File: config.mk
export PLATFORM = sky130hd
export DESIGN_NAME = dpl_mode_ctrl
export DESIGN_NICKNAME = d
export VERILOG_FILES = /design/src/dpl_pkg.sv /design/src/dpl_stream_if.sv /design/src/dpl_fifo.sv /design/src/dpl_mode_ctrl.sv /design/src/dpl_pin_sync.sv
export SDC_FILE = /design/constraint.sdc
export NUM_CORES = 2
export LEC_CHECK = 0
export BUFFER_PORTS_ARGS = -buffer_cell sky130_fd_sc_hd__buf_4
export CORE_ASPECT_RATIO = 0.8
export CORE_MARGIN = 2
export CORE_UTILIZATION = 35
export DETAILED_ROUTE_END_ITERATION = 6
export PLACE_DENSITY_LB_ADDON = 0.3
export SLEW_MARGIN = 20
export SYNTH_ARGS = -nofsm -noshare
export SYNTH_HDL_FRONTEND = slang
export SYNTH_SLANG_ARGS = --single-unit
File: constraint.sdc
create_clock -name ref_clk -period 34.1 [get_ports ref_clk]
set_clock_uncertainty 0.2 [all_clocks]
set_input_delay 5.115 -clock ref_clk [delete_from_list [all_inputs] [get_ports ref_clk]]
set_output_delay 5.115 -clock ref_clk [all_outputs]
set_load 0.1 [all_outputs]
File: src/dpl_pkg.sv
// Shared constants and types for the dual-port link mode control block
package dpl_pkg;
  // ==========================================
  // Sizes
  localparam int NPORT       = 2;   // Receive ports
  localparam int PIX_W       = 12;  // Parallel pixel data bits
  localparam int WORD_W      = 22;  // {kind, vc, dt, data}
  localparam int PKT_FRAME_W = 40;  // Packetized link frame
  localparam int RAW_FRAME_W = 28;  // Raw link frame
  localparam int FIFO_DEPTH  = 16;  // Output buffer words
  // ==========================================
  // Register offsets
  localparam logic [7:0] REG_PORT_CFG = 8'h6D;
  localparam logic [7:0] REG_RAW_DT   = 8'h70;
  localparam logic [7:0] REG_VC_REMAP = 8'h71;
  localparam logic [7:0] REG_STATUS   = 8'h72;
  localparam logic [7:0] REG_OUT_CFG  = 8'h73;
  // Config fields
  localparam int CFG_RAW8_EN  = 2;  // Raw8 carried in 10-bit mode
  localparam int CFG_RAW8_MSB = 3;  // Raw8 sits on upper bits
  localparam int CFG_VC_LSB   = 4;  // Raw virtual channel [5:4]
  localparam int CFG_PCLK1X   = 6;  // Pixel clock 1x in non-sync mode
  // Status fields
  localparam int ST_SYNC = 0;
  localparam int ST_DONE = 1;
  localparam int ST_FERR = 2;
  localparam int ST_OVF  = 3;
  localparam int ST_STRAP_LSB = 4;
  // Reset values
  localparam logic [7:0] CFG_RST     = 8'h00;
  localparam logic [5:0] DT_RST      = 6'h00;
  localparam logic [7:0] REMAP_RST   = 8'hE4;  // Identity map
  localparam logic [7:0] OUT_CFG_RST = 8'h06;  // Four lanes
  // Packetized frame fields
  localparam int PF_KIND_LSB = 38;
  localparam int PF_VC_LSB   = 36;
  localparam int PF_DT_LSB   = 30;
  localparam int PF_DATA_LSB = 18;
  // Output word kinds
  localparam logic [1:0] KIND_FS  = 2'h0;
  localparam logic [1:0] KIND_FE  = 2'h1;
  localparam logic [1:0] KIND_LE  = 2'h2;
  localparam logic [1:0] KIND_PIX = 2'h3;
  // Input modes, codes match the strap numbers
  typedef enum logic [1:0] {MODE_PKT, MODE_RAW12LF, MODE_RAW12HF, MODE_RAW10} dpl_mode_t;
  localparam logic [2:0] STRAP_SYNC_PKT = 3'h4;
  // ==========================================
  // Rates
  localparam logic [7:0] SYNC_LINE_MULT  = 8'hA0;  // 160x
  localparam logic [2:0] SYNC_PCLK_MULT  = 3'h4;
  localparam logic [2:0] SYNC_BC_MULT    = 3'h2;
  localparam logic [7:0] NSYNC_LINE_MULT = 8'h50;  // 80x
  localparam int NSYNC_BC_MBPS  = 10;
  localparam int MAX_LINE_MBPS  = 4160;
  localparam int MAX_LANE_MBPS  = 1662;
  localparam int R12HF_MIN_KHZ  = 37500;
  localparam int R12HF_MAX_KHZ  = 100000;
  localparam int R10_MIN_KHZ    = 50000;
  localparam int R10_MAX_KHZ    = 100000;
  localparam int R12LF_MIN_KHZ  = 25000;
  localparam int R12LF_MAX_KHZ  = 50000;
  localparam int SYNC_GAP_PCLK  = 10;
  // Timing
  localparam int CLK_PERIOD_PS  = 25000;
  localparam int STRAP_WAIT_NS  = 1000000;
  localparam int STRAP_WAIT_CYC = (STRAP_WAIT_NS * 1000 + CLK_PERIOD_PS - 1) / CLK_PERIOD_PS;
endpackage : dpl_pkg

File: src/dpl_stream_if.sv
// Valid/ready word stream between the block's own modules
interface dpl_stream_if #(parameter int W = 22);
  logic         valid;  // Word offered
  logic         ready;  // Word taken
  logic [W-1:0] data;   // Word
  modport src (output valid, output data, input ready);
  modport snk (input valid, input data, output ready);
endinterface : dpl_stream_if

File: src/dpl_fifo.sv
// Flip-flop FIFO with valid/ready on both sides
module dpl_fifo #(
  parameter int W     = 22,
  parameter int DEPTH = 16
) (
  input wire logic    clk,
  input wire logic    rst,
  dpl_stream_if.snk   wr,
  dpl_stream_if.src   rd
);
  localparam int AW = $clog2(DEPTH);
  logic [W-1:0] mem_q [DEPTH];  // Storage
  logic [W-1:0] mem_d [DEPTH];
  logic [AW-1:0] wp_q, wp_d, rp_q, rp_d;  // Pointers
  logic [AW:0]   cnt_q, cnt_d;           // Fill level
  logic          push, pop;

  // Pointer and storage update
  always_comb begin
    push = wr.valid & wr.ready;
    pop  = rd.valid & rd.ready;
    mem_d = mem_q;
    wp_d  = wp_q;
    rp_d  = rp_q;
    if (push) begin
      mem_d[wp_q] = wr.data;
      wp_d = (wp_q == AW'(DEPTH - 1)) ? '0 : wp_q + 1'b1;
    end
    if (pop) begin
      rp_d = (rp_q == AW'(DEPTH - 1)) ? '0 : rp_q + 1'b1;
    end
    cnt_d = cnt_q + {{AW{1'b0}}, push} - {{AW{1'b0}}, pop};
  end

  // Register state
  always_ff @(posedge clk or posedge rst) begin
    if (rst) begin
      wp_q  <= '0;
      rp_q  <= '0;
      cnt_q <= '0;
      for (int i = 0; i < DEPTH; i++) mem_q[i] <= '0;
    end else begin
      wp_q  <= wp_d;
      rp_q  <= rp_d;
      cnt_q <= cnt_d;
      mem_q <= mem_d;
    end
  end

  // Honest full and empty
  assign wr.ready = (cnt_q != (AW+1)'(DEPTH));
  assign rd.valid = (cnt_q != '0);
  assign rd.data  = mem_q[rp_q];
endmodule : dpl_fifo

File: src/dpl_mode_ctrl.sv
// Dual receive port input mode control and stream packer
// Functional notes
// - Each port set alone: packetized or raw
// - Mode from config field, strap gives start
// - Packetized mode parses 40-bit link frames
// - Raw mode uses 28-bit frames, lower rate
// - Packetized ports remap virtual channel ids
// - Sync clocking: 160x line, 4x pclk, 2x
// - Non-sync: 80x line, pclk 2x/1x, 10M
// - Up to 4.16G line, independent of output
// - Raw pixels get per-port channel and type
// - Raw8 on ten bits, msb or lsb aligned
// - Separate syncs delimit lines and frames
// - Raw12 high band: 12+2 bits, 37.5-100M
// - Raw10: 10+2 bits, 50-100M pixel clock
// - Raw12 low band: 12+2 bits, 25-50M
// - Luma-chroma treated as matching raw width
// - Formats pass unchanged, all packet kinds
// - One four-lane or two replicated outputs
// - Ports interleave, distinct channel per stream
// - Wait 1 ms after power-up before strap
// - Strap selects one of five modes
module dpl_mode_ctrl #(
  parameter int STRAP_WAIT_CYC = dpl_pkg::STRAP_WAIT_CYC
) (
  input  wire logic                                              ref_clk,
  input  wire logic                                              sys_rst,
  input  wire logic                                              power_down_n_pin,
  input  wire logic [2:0]                                        mode_strap,
  input  wire logic [dpl_pkg::NPORT-1:0]                         link_pixel_clock,
  input  wire logic [dpl_pkg::NPORT-1:0]                         pix_hsync,
  input  wire logic [dpl_pkg::NPORT-1:0]                         pix_vsync,
  input  wire logic [dpl_pkg::NPORT-1:0][dpl_pkg::PIX_W-1:0]     pix_data,
  input  wire logic [dpl_pkg::NPORT-1:0]                         pk_valid,
  input  wire logic [dpl_pkg::NPORT-1:0][dpl_pkg::PKT_FRAME_W-1:0] pk_frame,
  output logic      [dpl_pkg::NPORT-1:0]                         pk_ready,
  input  wire logic                                              reg_wr,
  input  wire logic                                              reg_rd,
  input  wire logic                                              reg_port,
  input  wire logic [7:0]                                        reg_addr,
  input  wire logic [7:0]                                        reg_wdata,
  output logic      [7:0]                                        reg_rdata,
  input  wire logic                                              out_ready,
  output logic                                                   out_valid,
  output logic      [dpl_pkg::WORD_W-1:0]                        out_word,
  output logic                                                   clk_sync_mode,
  output logic      [7:0]                                        line_mult,
  output logic      [dpl_pkg::NPORT-1:0][2:0]                    pclk_mult,
  output logic      [1:0]                                        out_lanes,
  output logic                                                   out_replicate
);
  import dpl_pkg::*;

  // ==========================================
  // Strap sampling after power-up
  logic [3:0]  st_lvl;                  // {strap, power good}
  logic [31:0] wait_cnt_q, wait_cnt_d;  // Settle counter
  logic        strap_done_q, strap_done_d;
  logic [2:0]  strap_q, strap_d;        // Captured strap
  logic        clk_sync_q, clk_sync_d;  // Synchronous clocking
  logic        strap_load;              // Apply strap pulse

  dpl_pin_sync #(.W(4)) u_strap_sync (
    .clk  (ref_clk),
    .rst  (sys_rst),
    .din  ({mode_strap, power_down_n_pin}),
    .lvl  (st_lvl),
    .rise (),
    .fall ()
  );

  // Count settle time, then capture the strap once per power-good period
  always_comb begin
    wait_cnt_d   = wait_cnt_q;
    strap_done_d = strap_done_q;
    strap_d      = strap_q;
    clk_sync_d   = clk_sync_q;
    strap_load   = 1'b0;
    if (!st_lvl[0]) begin
      wait_cnt_d   = '0;
      strap_done_d = 1'b0;
    end else if (!strap_done_q) begin
      if (wait_cnt_q == 32'(STRAP_WAIT_CYC - 1)) begin
        strap_load   = 1'b1;
        strap_done_d = 1'b1;
        strap_d      = st_lvl[3:1];
        clk_sync_d   = (st_lvl[3:1] == STRAP_SYNC_PKT);
      end else begin
        wait_cnt_d = wait_cnt_q + 32'h1;
      end
    end
  end

  // Register strap state
  always_ff @(posedge ref_clk or posedge sys_rst) begin
    if (sys_rst) begin
      wait_cnt_q   <= '0;
      strap_done_q <= 1'b0;
      strap_q      <= '0;
      clk_sync_q   <= 1'b0;
    end else begin
      wait_cnt_q   <= wait_cnt_d;
      strap_done_q <= strap_done_d;
      strap_q      <= strap_d;
      clk_sync_q   <= clk_sync_d;
    end
  end

  // ==========================================
  // Per-port receive logic
  logic [NPORT-1:0]             hold_vld;   // Word waiting
  logic [WORD_W-1:0]            hold_word [NPORT];
  logic [NPORT-1:0]             grant;      // Drained this cycle
  logic [7:0]                   port_rd [NPORT][4];  // Readback

  for (genvar g = 0; g < NPORT; g++) begin : gen_port
    logic [2:0]        ctl_lvl, ctl_rise;  // {vs, hs, pclk}
    logic [PIX_W-1:0]  pix_lvl;            // Pixel bits
    logic [7:0]        cfg_q, cfg_d;       // Port config
    logic [5:0]        dt_q, dt_d;         // Raw data type
    logic [7:0]        remap_q, remap_d;   // Channel map
    logic              ferr_q, ferr_d;     // Bad frame sticky
    logic              ovf_q, ovf_d;       // Overrun sticky
    logic [WORD_W-1:0] hold_q, hold_d;     // Outgoing word
    logic              hv_q, hv_d;
    logic              hs_prev_q, hs_prev_d, vs_prev_q, vs_prev_d;
    logic              rdy_q, rdy_d;       // Frame intake ready
    dpl_mode_t         mode_q, mode_d;     // Applied mode
    dpl_mode_t         mode_cur;
    logic              raw, wr_g, emit, pk_take, ferr_set, ovf_set;
    logic [1:0]        kind, vc_in;
    logic [PIX_W-1:0]  pix_w;

    dpl_pin_sync #(.W(3)) u_ctl_sync (
      .clk  (ref_clk),
      .rst  (sys_rst),
      .din  ({pix_vsync[g], pix_hsync[g], link_pixel_clock[g]}),
      .lvl  (ctl_lvl),
      .rise (ctl_rise),
      .fall ()
    );
    dpl_pin_sync #(.W(PIX_W)) u_pix_sync (
      .clk  (ref_clk),
      .rst  (sys_rst),
      .din  (pix_data[g]),
      .lvl  (pix_lvl),
      .rise (),
      .fall ()
    );

    // Next state of one port; touches no other port
    always_comb begin
      cfg_d     = cfg_q;
      dt_d      = dt_q;
      remap_d   = remap_q;
      hold_d    = hold_q;
      hv_d      = hv_q;
      hs_prev_d = hs_prev_q;
      vs_prev_d = vs_prev_q;
      mode_d    = mode_q;
      emit      = 1'b0;
      pk_take   = 1'b0;
      ferr_set  = 1'b0;
      ovf_set   = 1'b0;
      kind      = KIND_PIX;
      mode_cur  = dpl_mode_t'(cfg_q[1:0]);
      raw       = (mode_cur != MODE_PKT);
      wr_g      = reg_wr && (reg_port == 1'(g));
      vc_in     = pk_frame[g][PF_VC_LSB +: 2];
      if (mode_cur == MODE_RAW10) begin
        if (cfg_q[CFG_RAW8_EN]) begin
          pix_w = cfg_q[CFG_RAW8_MSB] ? {4'h0, pix_lvl[9:2]} : {4'h0, pix_lvl[7:0]};
        end else begin
          pix_w = {2'h0, pix_lvl[9:0]};
        end
      end else begin
        pix_w = pix_lvl;
      end
      if (wr_g && reg_addr == REG_PORT_CFG) cfg_d = reg_wdata;
      if (wr_g && reg_addr == REG_RAW_DT) dt_d = reg_wdata[5:0];
      if (wr_g && reg_addr == REG_VC_REMAP) remap_d = reg_wdata;
      if (strap_load && st_lvl[3:1] <= STRAP_SYNC_PKT) begin
        cfg_d[1:0] = (st_lvl[3:1] == STRAP_SYNC_PKT) ? 2'h0 : st_lvl[2:1];
      end
      if (grant[g]) hv_d = 1'b0;
      if (mode_cur != mode_q) begin
        hv_d      = 1'b0;
        hs_prev_d = 1'b0;
        vs_prev_d = 1'b0;
        mode_d    = mode_cur;
      end else if (raw && ctl_rise[0]) begin
        // sync edges seen at pixel clock; one event per clock, a vs edge wins over an hs edge
        hs_prev_d = ctl_lvl[1];
        vs_prev_d = ctl_lvl[2];
        emit = 1'b1;
        if (ctl_lvl[2] && !vs_prev_q) kind = KIND_FS;
        else if (!ctl_lvl[2] && vs_prev_q) kind = KIND_FE;
        else if (!ctl_lvl[1] && hs_prev_q) kind = KIND_LE;
        else if (!(ctl_lvl[1] && ctl_lvl[2])) emit = 1'b0;
        if (emit && hv_d) begin
          ovf_set = 1'b1;
        end else if (emit) begin
          // programmed channel and type; raw path
          hold_d = {kind, cfg_q[CFG_VC_LSB +: 2], dt_q, (kind == KIND_PIX) ? pix_w : 12'h000};
          hv_d   = 1'b1;
        end
      end else if (!raw && pk_valid[g] && rdy_q) begin
        // parse a 40-bit frame, parity in bit zero
        pk_take = 1'b1;
        if (^pk_frame[g]) begin
          ferr_set = 1'b1;
        end else begin
          // remap; type and data pass unchanged
          hold_d = {pk_frame[g][PF_KIND_LSB +: 2], remap_q[{vc_in, 1'b0} +: 2],
                    pk_frame[g][PF_DT_LSB +: 6], pk_frame[g][PF_DATA_LSB +: PIX_W]};
          hv_d   = 1'b1;
        end
      end
      // intake paced only by own buffer
      rdy_d  = !raw && !hv_d;
      // Set wins over write-one clear
      ferr_d = ferr_set | (ferr_q & ~(wr_g && reg_addr == REG_STATUS && reg_wdata[ST_FERR]));
      ovf_d  = ovf_set | (ovf_q & ~(wr_g && reg_addr == REG_STATUS && reg_wdata[ST_OVF]));
    end

    // Register port state
    always_ff @(posedge ref_clk or posedge sys_rst) begin
      if (sys_rst) begin
        cfg_q     <= CFG_RST;
        dt_q      <= DT_RST;
        remap_q   <= REMAP_RST;
        ferr_q    <= 1'b0;
        ovf_q     <= 1'b0;
        hold_q    <= '0;
        hv_q      <= 1'b0;
        hs_prev_q <= 1'b0;
        vs_prev_q <= 1'b0;
        rdy_q     <= 1'b0;
        mode_q    <= MODE_PKT;
      end else begin
        cfg_q     <= cfg_d;
        dt_q      <= dt_d;
        remap_q   <= remap_d;
        ferr_q    <= ferr_d;
        ovf_q     <= ovf_d;
        hold_q    <= hold_d;
        hv_q      <= hv_d;
        hs_prev_q <= hs_prev_d;
        vs_prev_q <= vs_prev_d;
        rdy_q     <= rdy_d;
        mode_q    <= mode_d;
      end
    end

    assign hold_vld[g]  = hv_q;
    assign hold_word[g] = hold_q;
    assign pk_ready[g]  = rdy_q;
    assign port_rd[g][0] = cfg_q;
    assign port_rd[g][1] = {2'h0, dt_q};
    assign port_rd[g][2] = remap_q;
    assign port_rd[g][3] = {1'b0, strap_q, ovf_q, ferr_q, strap_done_q, clk_sync_q};
  end

  // ==========================================
  // Interleave ports into the buffer
  dpl_stream_if #(.W(WORD_W)) fifo_in ();
  dpl_stream_if #(.W(WORD_W)) fifo_out ();
  logic rr_q, rr_d;  // Last port served
  logic pick;        // Port offered

  always_comb begin
    pick  = hold_vld[~rr_q] ? ~rr_q : rr_q;
    grant = '0;
    if (fifo_in.ready && hold_vld[pick]) grant[pick] = 1'b1;
    fifo_in.valid = |grant;
    fifo_in.data  = hold_word[pick];
    rr_d = (|grant) ? pick : rr_q;
  end

  dpl_fifo #(.W(WORD_W), .DEPTH(FIFO_DEPTH)) u_fifo (
    .clk (ref_clk),
    .rst (sys_rst),
    .wr  (fifo_in),
    .rd  (fifo_out)
  );

  // ==========================================
  // Output stage, registers and rate reporting
  logic              ov_q, ov_d;        // Output valid
  logic [WORD_W-1:0] ow_q, ow_d;        // Output word
  logic [7:0]        rdata_q, rdata_d;  // Read data
  logic [7:0]        ocfg_q, ocfg_d;    // Output lane setup
  logic [7:0]        lmul_q, lmul_d;
  logic [NPORT-1:0][2:0] pmul_q, pmul_d;
  logic [1:0]        lanes_q, lanes_d;

  // Next values of shared registers
  always_comb begin
    fifo_out.ready = !ov_q || out_ready;
    ov_d = ov_q && !out_ready;
    ow_d = ow_q;
    if (fifo_out.valid && fifo_out.ready) begin
      ov_d = 1'b1;
      ow_d = fifo_out.data;
    end
    ocfg_d = (reg_wr && reg_addr == REG_OUT_CFG) ? reg_wdata : ocfg_q;
    // replication limits each copy to two lanes
    lanes_d = (ocfg_q[0] && ocfg_q[2]) ? 2'h1 : ocfg_q[2:1];
    lmul_d = clk_sync_q ? SYNC_LINE_MULT : NSYNC_LINE_MULT;
    for (int p = 0; p < NPORT; p++) begin
      pmul_d[p] = clk_sync_q ? SYNC_PCLK_MULT : (gen_port_cfg6(p) ? 3'h1 : 3'h2);
    end
    rdata_d = rdata_q;
    if (reg_rd) begin
      unique case (reg_addr)
        REG_PORT_CFG: rdata_d = port_rd[reg_port][0];
        REG_RAW_DT:   rdata_d = port_rd[reg_port][1];
        REG_VC_REMAP: rdata_d = port_rd[reg_port][2];
        REG_STATUS:   rdata_d = port_rd[reg_port][3];
        REG_OUT_CFG:  rdata_d = ocfg_q;
        default:      rdata_d = 8'h00;
      endcase
    end
  end

  function automatic logic gen_port_cfg6(input int p);
    return port_rd[p][0][CFG_PCLK1X];
  endfunction : gen_port_cfg6

  // Register shared state
  always_ff @(posedge ref_clk or posedge sys_rst) begin
    if (sys_rst) begin
      rr_q    <= 1'b0;
      ov_q    <= 1'b0;
      ow_q    <= '0;
      rdata_q <= 8'h00;
      ocfg_q  <= OUT_CFG_RST;
      lmul_q  <= NSYNC_LINE_MULT;
      pmul_q  <= '0;
      lanes_q <= 2'h3;
    end else begin
      rr_q    <= rr_d;
      ov_q    <= ov_d;
      ow_q    <= ow_d;
      rdata_q <= rdata_d;
      ocfg_q  <= ocfg_d;
      lmul_q  <= lmul_d;
      pmul_q  <= pmul_d;
      lanes_q <= lanes_d;
    end
  end

  assign out_valid     = ov_q;
  assign out_word      = ow_q;
  assign reg_rdata     = rdata_q;
  assign clk_sync_mode = clk_sync_q;
  assign line_mult     = lmul_q;
  assign pclk_mult     = pmul_q;
  assign out_lanes     = lanes_q;
  assign out_replicate = ocfg_q[0];
endmodule : dpl_mode_ctrl

File: src/dpl_pin_sync.sv
// Three-stage pin synchroniser with agreement filter and edge pulses
module dpl_pin_sync #(
  parameter int W = 1
) (
  input  wire logic         clk,
  input  wire logic         rst,
  input  wire logic [W-1:0] din,
  output logic      [W-1:0] lvl,
  output logic      [W-1:0] rise,
  output logic      [W-1:0] fall
);
  logic [W-1:0] s1_q, s2_q, s3_q;  // Stages
  logic [W-1:0] lvl_q, lvl_d;      // Filtered level
  logic [W-1:0] rise_q, fall_q;    // Edge pulses

  // Level moves only when stages two and three agree
  always_comb begin
    lvl_d = (s3_q & ~(s2_q ^ s3_q)) | (lvl_q & (s2_q ^ s3_q));
  end

  // Stage one feeds stage two only
  always_ff @(posedge clk or posedge rst) begin
    if (rst) begin
      s1_q   <= '0;
      s2_q   <= '0;
      s3_q   <= '0;
      lvl_q  <= '0;
      rise_q <= '0;
      fall_q <= '0;
    end else begin
      s1_q   <= din;
      s2_q   <= s1_q;
      s3_q   <= s2_q;
      lvl_q  <= lvl_d;
      rise_q <= lvl_d & ~lvl_q;
      fall_q <= ~lvl_d & lvl_q;
    end
  end

  assign lvl  = lvl_q;
  assign rise = rise_q;
  assign fall = fall_q;
endmodule : dpl_pin_sync

### Word-level counts from Yosys, hierarchy flattened

Index checks and enable logic that the tools add are counted.

| storage, ports and cells | value |
|---|---|
| bits in registers | 700 |
| logic and storage cells | 358 |
| bits of input ports | 138 |

| operators by class | value |
|---|---|
| bitwise logic cells | 52 |
| equality and inequality tests | 24 |
| shift-type cells | 2 |
| multiplexer cells | 119 |
| reductions and logical operators | 69 |
| add/sub/neg operators | 5 |
| order comparisons | 9 |

Operators with widths:

| operator | count |
|---|---|
| $bwmux W352 | 1 |
| $mux W22 | 16 |
| $mux W32 | 6 |
| $bmux W22 S4 | 1 |
| $demux W22 S4 | 1 |
| $reduce_xor A40 Y1 | 2 |
| $mux W1 | 62 |
| $and A12 B12 Y12 | 4 |
| $mux W12 | 4 |
| $eq A8 B7 Y1 const B | 5 |
| $logic_and A1 B1 Y1 | 40 |
| $pmux W8 S5 | 1 |
| $mux W2 | 17 |
| $add A32 B1 Y32 const B | 1 |
| $eq A32 B16 Y1 const B | 1 |
| $mux W8 | 3 |
| $not A12 Y12 | 2 |
| $or A12 B12 Y12 | 2 |
| $xor A12 B12 Y12 | 2 |
| $mux W10 | 2 |
| $reduce_bool A2 Y1 | 8 |
| $shiftx A8 B4 Y2 | 2 |
| $and A3 B3 Y3 | 4 |
| $logic_not A1 Y1 | 12 |
| 37 further kinds | 81 |

### Longest topological paths before layout

| logic depth | value |
|---|---|
| depth after elaboration | 16 |
| gate-level depth with buffers | 15 |
| depth with buffers taken out | 14 |

### Hierarchy

A second synthesis with hierarchy kept.

| unflattened totals | value |
|---|---|
| cells, all modules | 2312 |
| area, all modules | 33269.4 µm² |

By module, submodules not included:

| module | instances | cells an instance | area each (µm²) |
|---|---|---|---|
| dpl_fifo | 1 | 1134 | 17053.9 |
| dpl_mode_ctrl | 1 | 867 | 10113.4 |
| dpl_pin_sync (gen_port[0].u_pix_sync ...) | 2 | 109 | 2150.8 |
| dpl_pin_sync (gen_port[0].u_ctl_sync ...) | 2 | 28 | 540.5 |
| dpl_pin_sync (u_strap_sync) | 1 | 37 | 719.4 |

### Worst setup path before layout

Ideal clock, no wire load.

| path | value |
|---|---|
| path kind | input to register |
| from | in out_ready |
| to | reg u_fifo.cnt_q[4] |
| buffers on the path | 1 |
| cell stages on the path | 12 |
| data arrival time | 7.043 ns |
| path slack | 26.734 ns |
| cells stage by stage | nand2b_1 nand2_1 clkbuf_1 inv_1 ha_1 inv_1 ha_1 fa_1 a21oi_1 nor2_1 nor2_1 xnor2_1 |

| between the ends | value |
|---|---|
| longest elaborated chain between the ends | 3 |

RTL lines:

| item | RTL line | source |
|---|---|---|
| from (decl) | dpl_mode_ctrl.sv:43 | `input wire logic out_ready,` |
| $logic_or A1 B1 Y1 | dpl_mode_ctrl.sv:299 | `fifo_out.ready = !ov_q \|\| out_ready;` |
| $and A1 B1 Y1 | dpl_fifo.sv:21 | `pop = rd.valid & rd.ready;` |
| named net u_fifo.pop | dpl_fifo.sv:16 | `logic push, pop;` |
| $sub A5 B1 Y5 | dpl_fifo.sv:32 | `cnt_d = cnt_q + {{AW{1'b0}}, push} - {{AW{1'b0}}, pop};` |
| named net u_fifo.cnt_d[4] | dpl_fifo.sv:15 | `logic [AW:0] cnt_q, cnt_d;` |
| to (signal assigned) | dpl_fifo.sv:45 | `cnt_q <= cnt_d;` |
| to (decl) | dpl_fifo.sv:15 |  |

The timed path passes the listed nets, and every way through them passes these cells.
A chain may end at the register's enable or synchronous reset.

### Worst setup path after layout

| path | value |
|---|---|
| from | in pk_frame[37] (netlist bit) |
| to | reg gen_port[0].hold_q[4] |

| between the ends | value |
|---|---|
| longest elaborated chain between the ends | 3 |

RTL lines:

| item | RTL line | source |
|---|---|---|
| from (decl) | dpl_mode_ctrl.sv:35 | `input wire logic [dpl_pkg::NPORT-1:0][dpl_pkg::PKT_FRAME_W-1:0] pk_frame,` |
| $reduce_xor A40 Y1 | dpl_mode_ctrl.sv:210 | `if (^pk_frame[g]) begin` |
| $ne A2 B2 Y1 (no line) | -- |  |
| $reduce_and A5 Y1 (no line) | -- |  |
| to (signal assigned) | dpl_mode_ctrl.sv:246 | `hold_q <= hold_d;` |
| to (decl) | dpl_mode_ctrl.sv:124 | `logic [WORD_W-1:0] hold_q, hold_d;` |

Every way passes these cells.

==> summary.md <==
| Metric | Value |
|---|---|
| Outcome | complete, no violations |
| Vias | 19750 |
| PostCTS Resize Cnt | 0 |
| Total GRT Usage | 17.40% |
| Total congestion overflow | 0 |
| Vias/cell | 5.112 |
| Yosys warning total | 0 |
| CP max FO | 12 |
| R2R Setup Slk | 30.09 ns |
| CP Launch Type | primary input |
| DR DRC count | 0 |
| Synth cell types | 62 |
| Worst VDD drop | 0.03156 mV |
| Sum of net half-perimeters after detailed placement | 49070 um |
| Max_cap viols | 0 |
| Share of cells above drive strength 1 | 20.55% |
| CORE AREA | 84040 um2 |
| Diodes inserted | 0 |
| Vias in the first global route | 20610 |
| CP Class | in2reg |
| WP data required | 34.39 ns |
| Io pins | 189 |
| Top area cells in the synthesized netlist | dfrtp_1 57%, o21ai_0 7.3%, nand2_1 6.2%, mux4_2 5.1%, mux2i_1 3.3% |
| WP data arrival | 7.75 ns |
| Setup tns final | 0 ns |
| Final Total Pwr | 0.002843 W |
| # hold bufs at CTS | 0 |
| Final Max Slew Viols | 0 |
| Simple-gate portion of the synthesized area | 9.519% |
| # clock sinks | 692 |
| Largest family of logic cells by synthesized area | multiplexers |
| Most common cell after layout, fill and taps aside | dfrtp_1 |
| FMAX | 0.1341 GHz |
| Clock Path Buffers | 3 |
| Post-Synthesis Cell Area | 29740 um2 |
| Final hold vios | 0 |
| Largest net degree at the start of global routing | 172 |
| Power density over cell area | 82.19 nW/um2 |
| RSZ-0062 raised after global routing | false |
| Multiplexer share of the synthesized area | 13.67% |
| Die Y | 264.7 um |
| RD Place Congestion | 0.7872 |
| Worst slew margin | 30.18% |
| Period utilization | 21.87% |
| Setup crit end kind | flop |
| Ys flop type | dfrtp_1 |
| FILL cells | 7841 |
| Synth Area in Compound Gates | 10.39% |
| Register area | 17340 um2 |
| Final setup fails | 0 |
| CTS Buf Count | 71 |
| Initial DRC count | 1461 |
| Post-Synth Adder-Cell Area | 1.884% |
| Final WL | 74910 um |
| Initial antenna violation count | 2 |
| Row count | 95 |
| WL/cell | 19.39 um |
| Routed Antenna Nets | 0 |
| Multi-input logic area | 11660 um2 |
| Largest area contributor in the netlist | dfrtp_1 |
| Layout area overhead | 16.30% |
| Post-synth top area share | 57.12% |
| CTS tree | built |
| First-pass GRT wire length | 118900 um |
| Register area share after synthesis | 58.27% |
| FFs w/ async S/R, synth | 100.0% |
| Root buffer cell | clkbuf_16 |
| Postcts setup bufs | 0 |
| DP Worst Slack | 25.10 ns |
| Die X | 329.9 um |
| Commonest non-fill, non-tap cells in the layout | 677 x dfrtp_1, 493 x nand2_1, 431 x o21ai_0, 227 x buf_4, 91 x mux2i_1 |
| Leak | 15.64 nW |
| Mapped Cells | 2564 |
| Full die area | 87350 um2 |
| Syn avg cell area | 11.60 um2 |
| Initial core utilization | 35.39% |
| # port buffers | 184 |
| Post-synthesis xor/xnor area fraction | 3.441% |
| First-pass DRT Iterations | 5 |
| Hold/Removal Path Class | reg2reg |
| Final WS setup | 26.64 ns |
| Nets | 2852 |
| Clock edge transition at the registers on the reported setup and hold paths | 0.06 ns |
| H-tree Lvls | 3 |
| Fin crit period | 7.456 ns |
| Slew of the pin with the lowest slew margin | 1.046 ns |
| Post-synth EDFFs | 0 |
| Synthesis-stage register bit count | 692 |
| Clk_lat worst skew | 0.61 ns |
## stage by stage
stage / utilization (%) / hold WS, ns / std cells / cell area, um2
after detailed placement: 38.34 / 0.1347 / 3737 / 32220
after global placement: 38.33 / 0.1338 / 3737 / 32210
final: 41.16 / 0.1373 / 3864 / 34590
after floorplan: - / 0.1312 / 2567 / 29760
after CTS: 41.06 / 0.1451 / 3862 / 34510
after global routing: 41.16 / 0.1487 / 3864 / 34590
## final cells by class
cell class / instances / area share (%)
clock buffers: 101 / 5.997
clock inverters: 24 / 0.6149
inverters: 26 / 0.3038
multi-input cells: 1674 / 33.70
flip-flops and latches: 692 / 50.12
well taps: 1115 / 4.033
repair buffers: 232 / 5.234
## report_power, final
| group | leakage, nW | switching, W | internal, W |
|---|---|---|---|
| logic | 5.65 | 0.000563 | 0.000349 |
| clock network | 1.14 | 0.000320 | 0.000447 |
| registers | 8.84 | 0.000132 | 0.00103 |
| total | 15.6 | 0.00101 | 0.00183 |
## path summary, 6_finish.rpt
| check | endpoint | start | depth (start not counted) |
|---|---|---|---|
| setup / recovery | gen_port[0].hold_q[4]$_DFFE_PP0P_ | pk_frame[37] | 9 |
| hold / removal | gen_port[0].u_pix_sync.s2_q[10]$_DFF_PP0_ | gen_port[0].u_pix_sync.s1_q[10]$_DFF_PP0_ | 0 |
| setup reg to reg | out_word[19]$_DFFE_PP0P_ | u_fifo.rp_q[0]$_DFFE_PP0P_ | 8 |
| hold reg to reg | gen_port[0].u_pix_sync.s2_q[10]$_DFF_PP0_ | gen_port[0].u_pix_sync.s1_q[10]$_DFF_PP0_ | 0 |
| max in group asynchronous | gen_port[1].u_pix_sync.s2_q[7]$_DFF_PP0_ | sys_rst | 5 |
| min in group asynchronous | u_fifo.mem_q[344]$_DFFE_PP0P_ | sys_rst | 2 |
## registers in the layout (all words and copies together), names as in the netlist, 6 cells and up, named ones only
name                      cells
gen_port.u_ctl_sync.s1_q      6
gen_port.u_ctl_sync.s3_q      6
u_fifo.mem_q                352
ocfg_q                        8
gen_port.u_ctl_sync.s2_q      6
gen_port.remap_q             16
gen_port.u_pix_sync.s2_q     24
gen_port.u_pix_sync.s1_q     24
out_word                     22
gen_port.hold_q              44
gen_port.cfg_q               16
gen_port.dt_q                12
gen_port.u_pix_sync.s3_q     24
wait_cnt_q                   32
reg_rdata                     8
## metal layers
metal,track usage (%),part of all wire [%],vias to the layer above
met1,24.71,46,9928
met3,3.457,6.0,104
met5,0,0.028,-
met2,27.36,46,531
met4,4.300,1.8,4
li1,-,-,9186
## kinds of logic after synthesis
family / Yosys count
other: 1
flip-flops: 692
multiplexers: 285
adder cells (fa/ha/maj): 51
AND/OR/NAND/NOR: 667
XOR/XNOR: 112
buffers and inverters: 201
AO/OA/AOI/OAI: 555
## critical path, stage by stage
cell and delay [ns]:
buf_4 0.13, xor2_1 0.32, xnor2_1 0.14, xnor2_1 0.27
xnor3_1 0.48, xnor2_2 0.19, o22ai_4 0.54, buf_16 0.23
mux2_4 0.31
## synthesized netlist by cell type (all sizes together), types with 14 or more instances
master / count
a21oi: 32
and2: 24
buf: 35
clkbuf: 140
dfrtp: 679
ha: 16
inv: 25
maj3: 34
mux2: 115
mux2i: 98
mux4: 72
nand2: 494
nand3: 32
nor2: 44
nor2b: 14
o21ai: 434
o221ai: 44
xnor2: 89
xor2: 21
No activity file was read; power rests on OpenSTA's default activity.
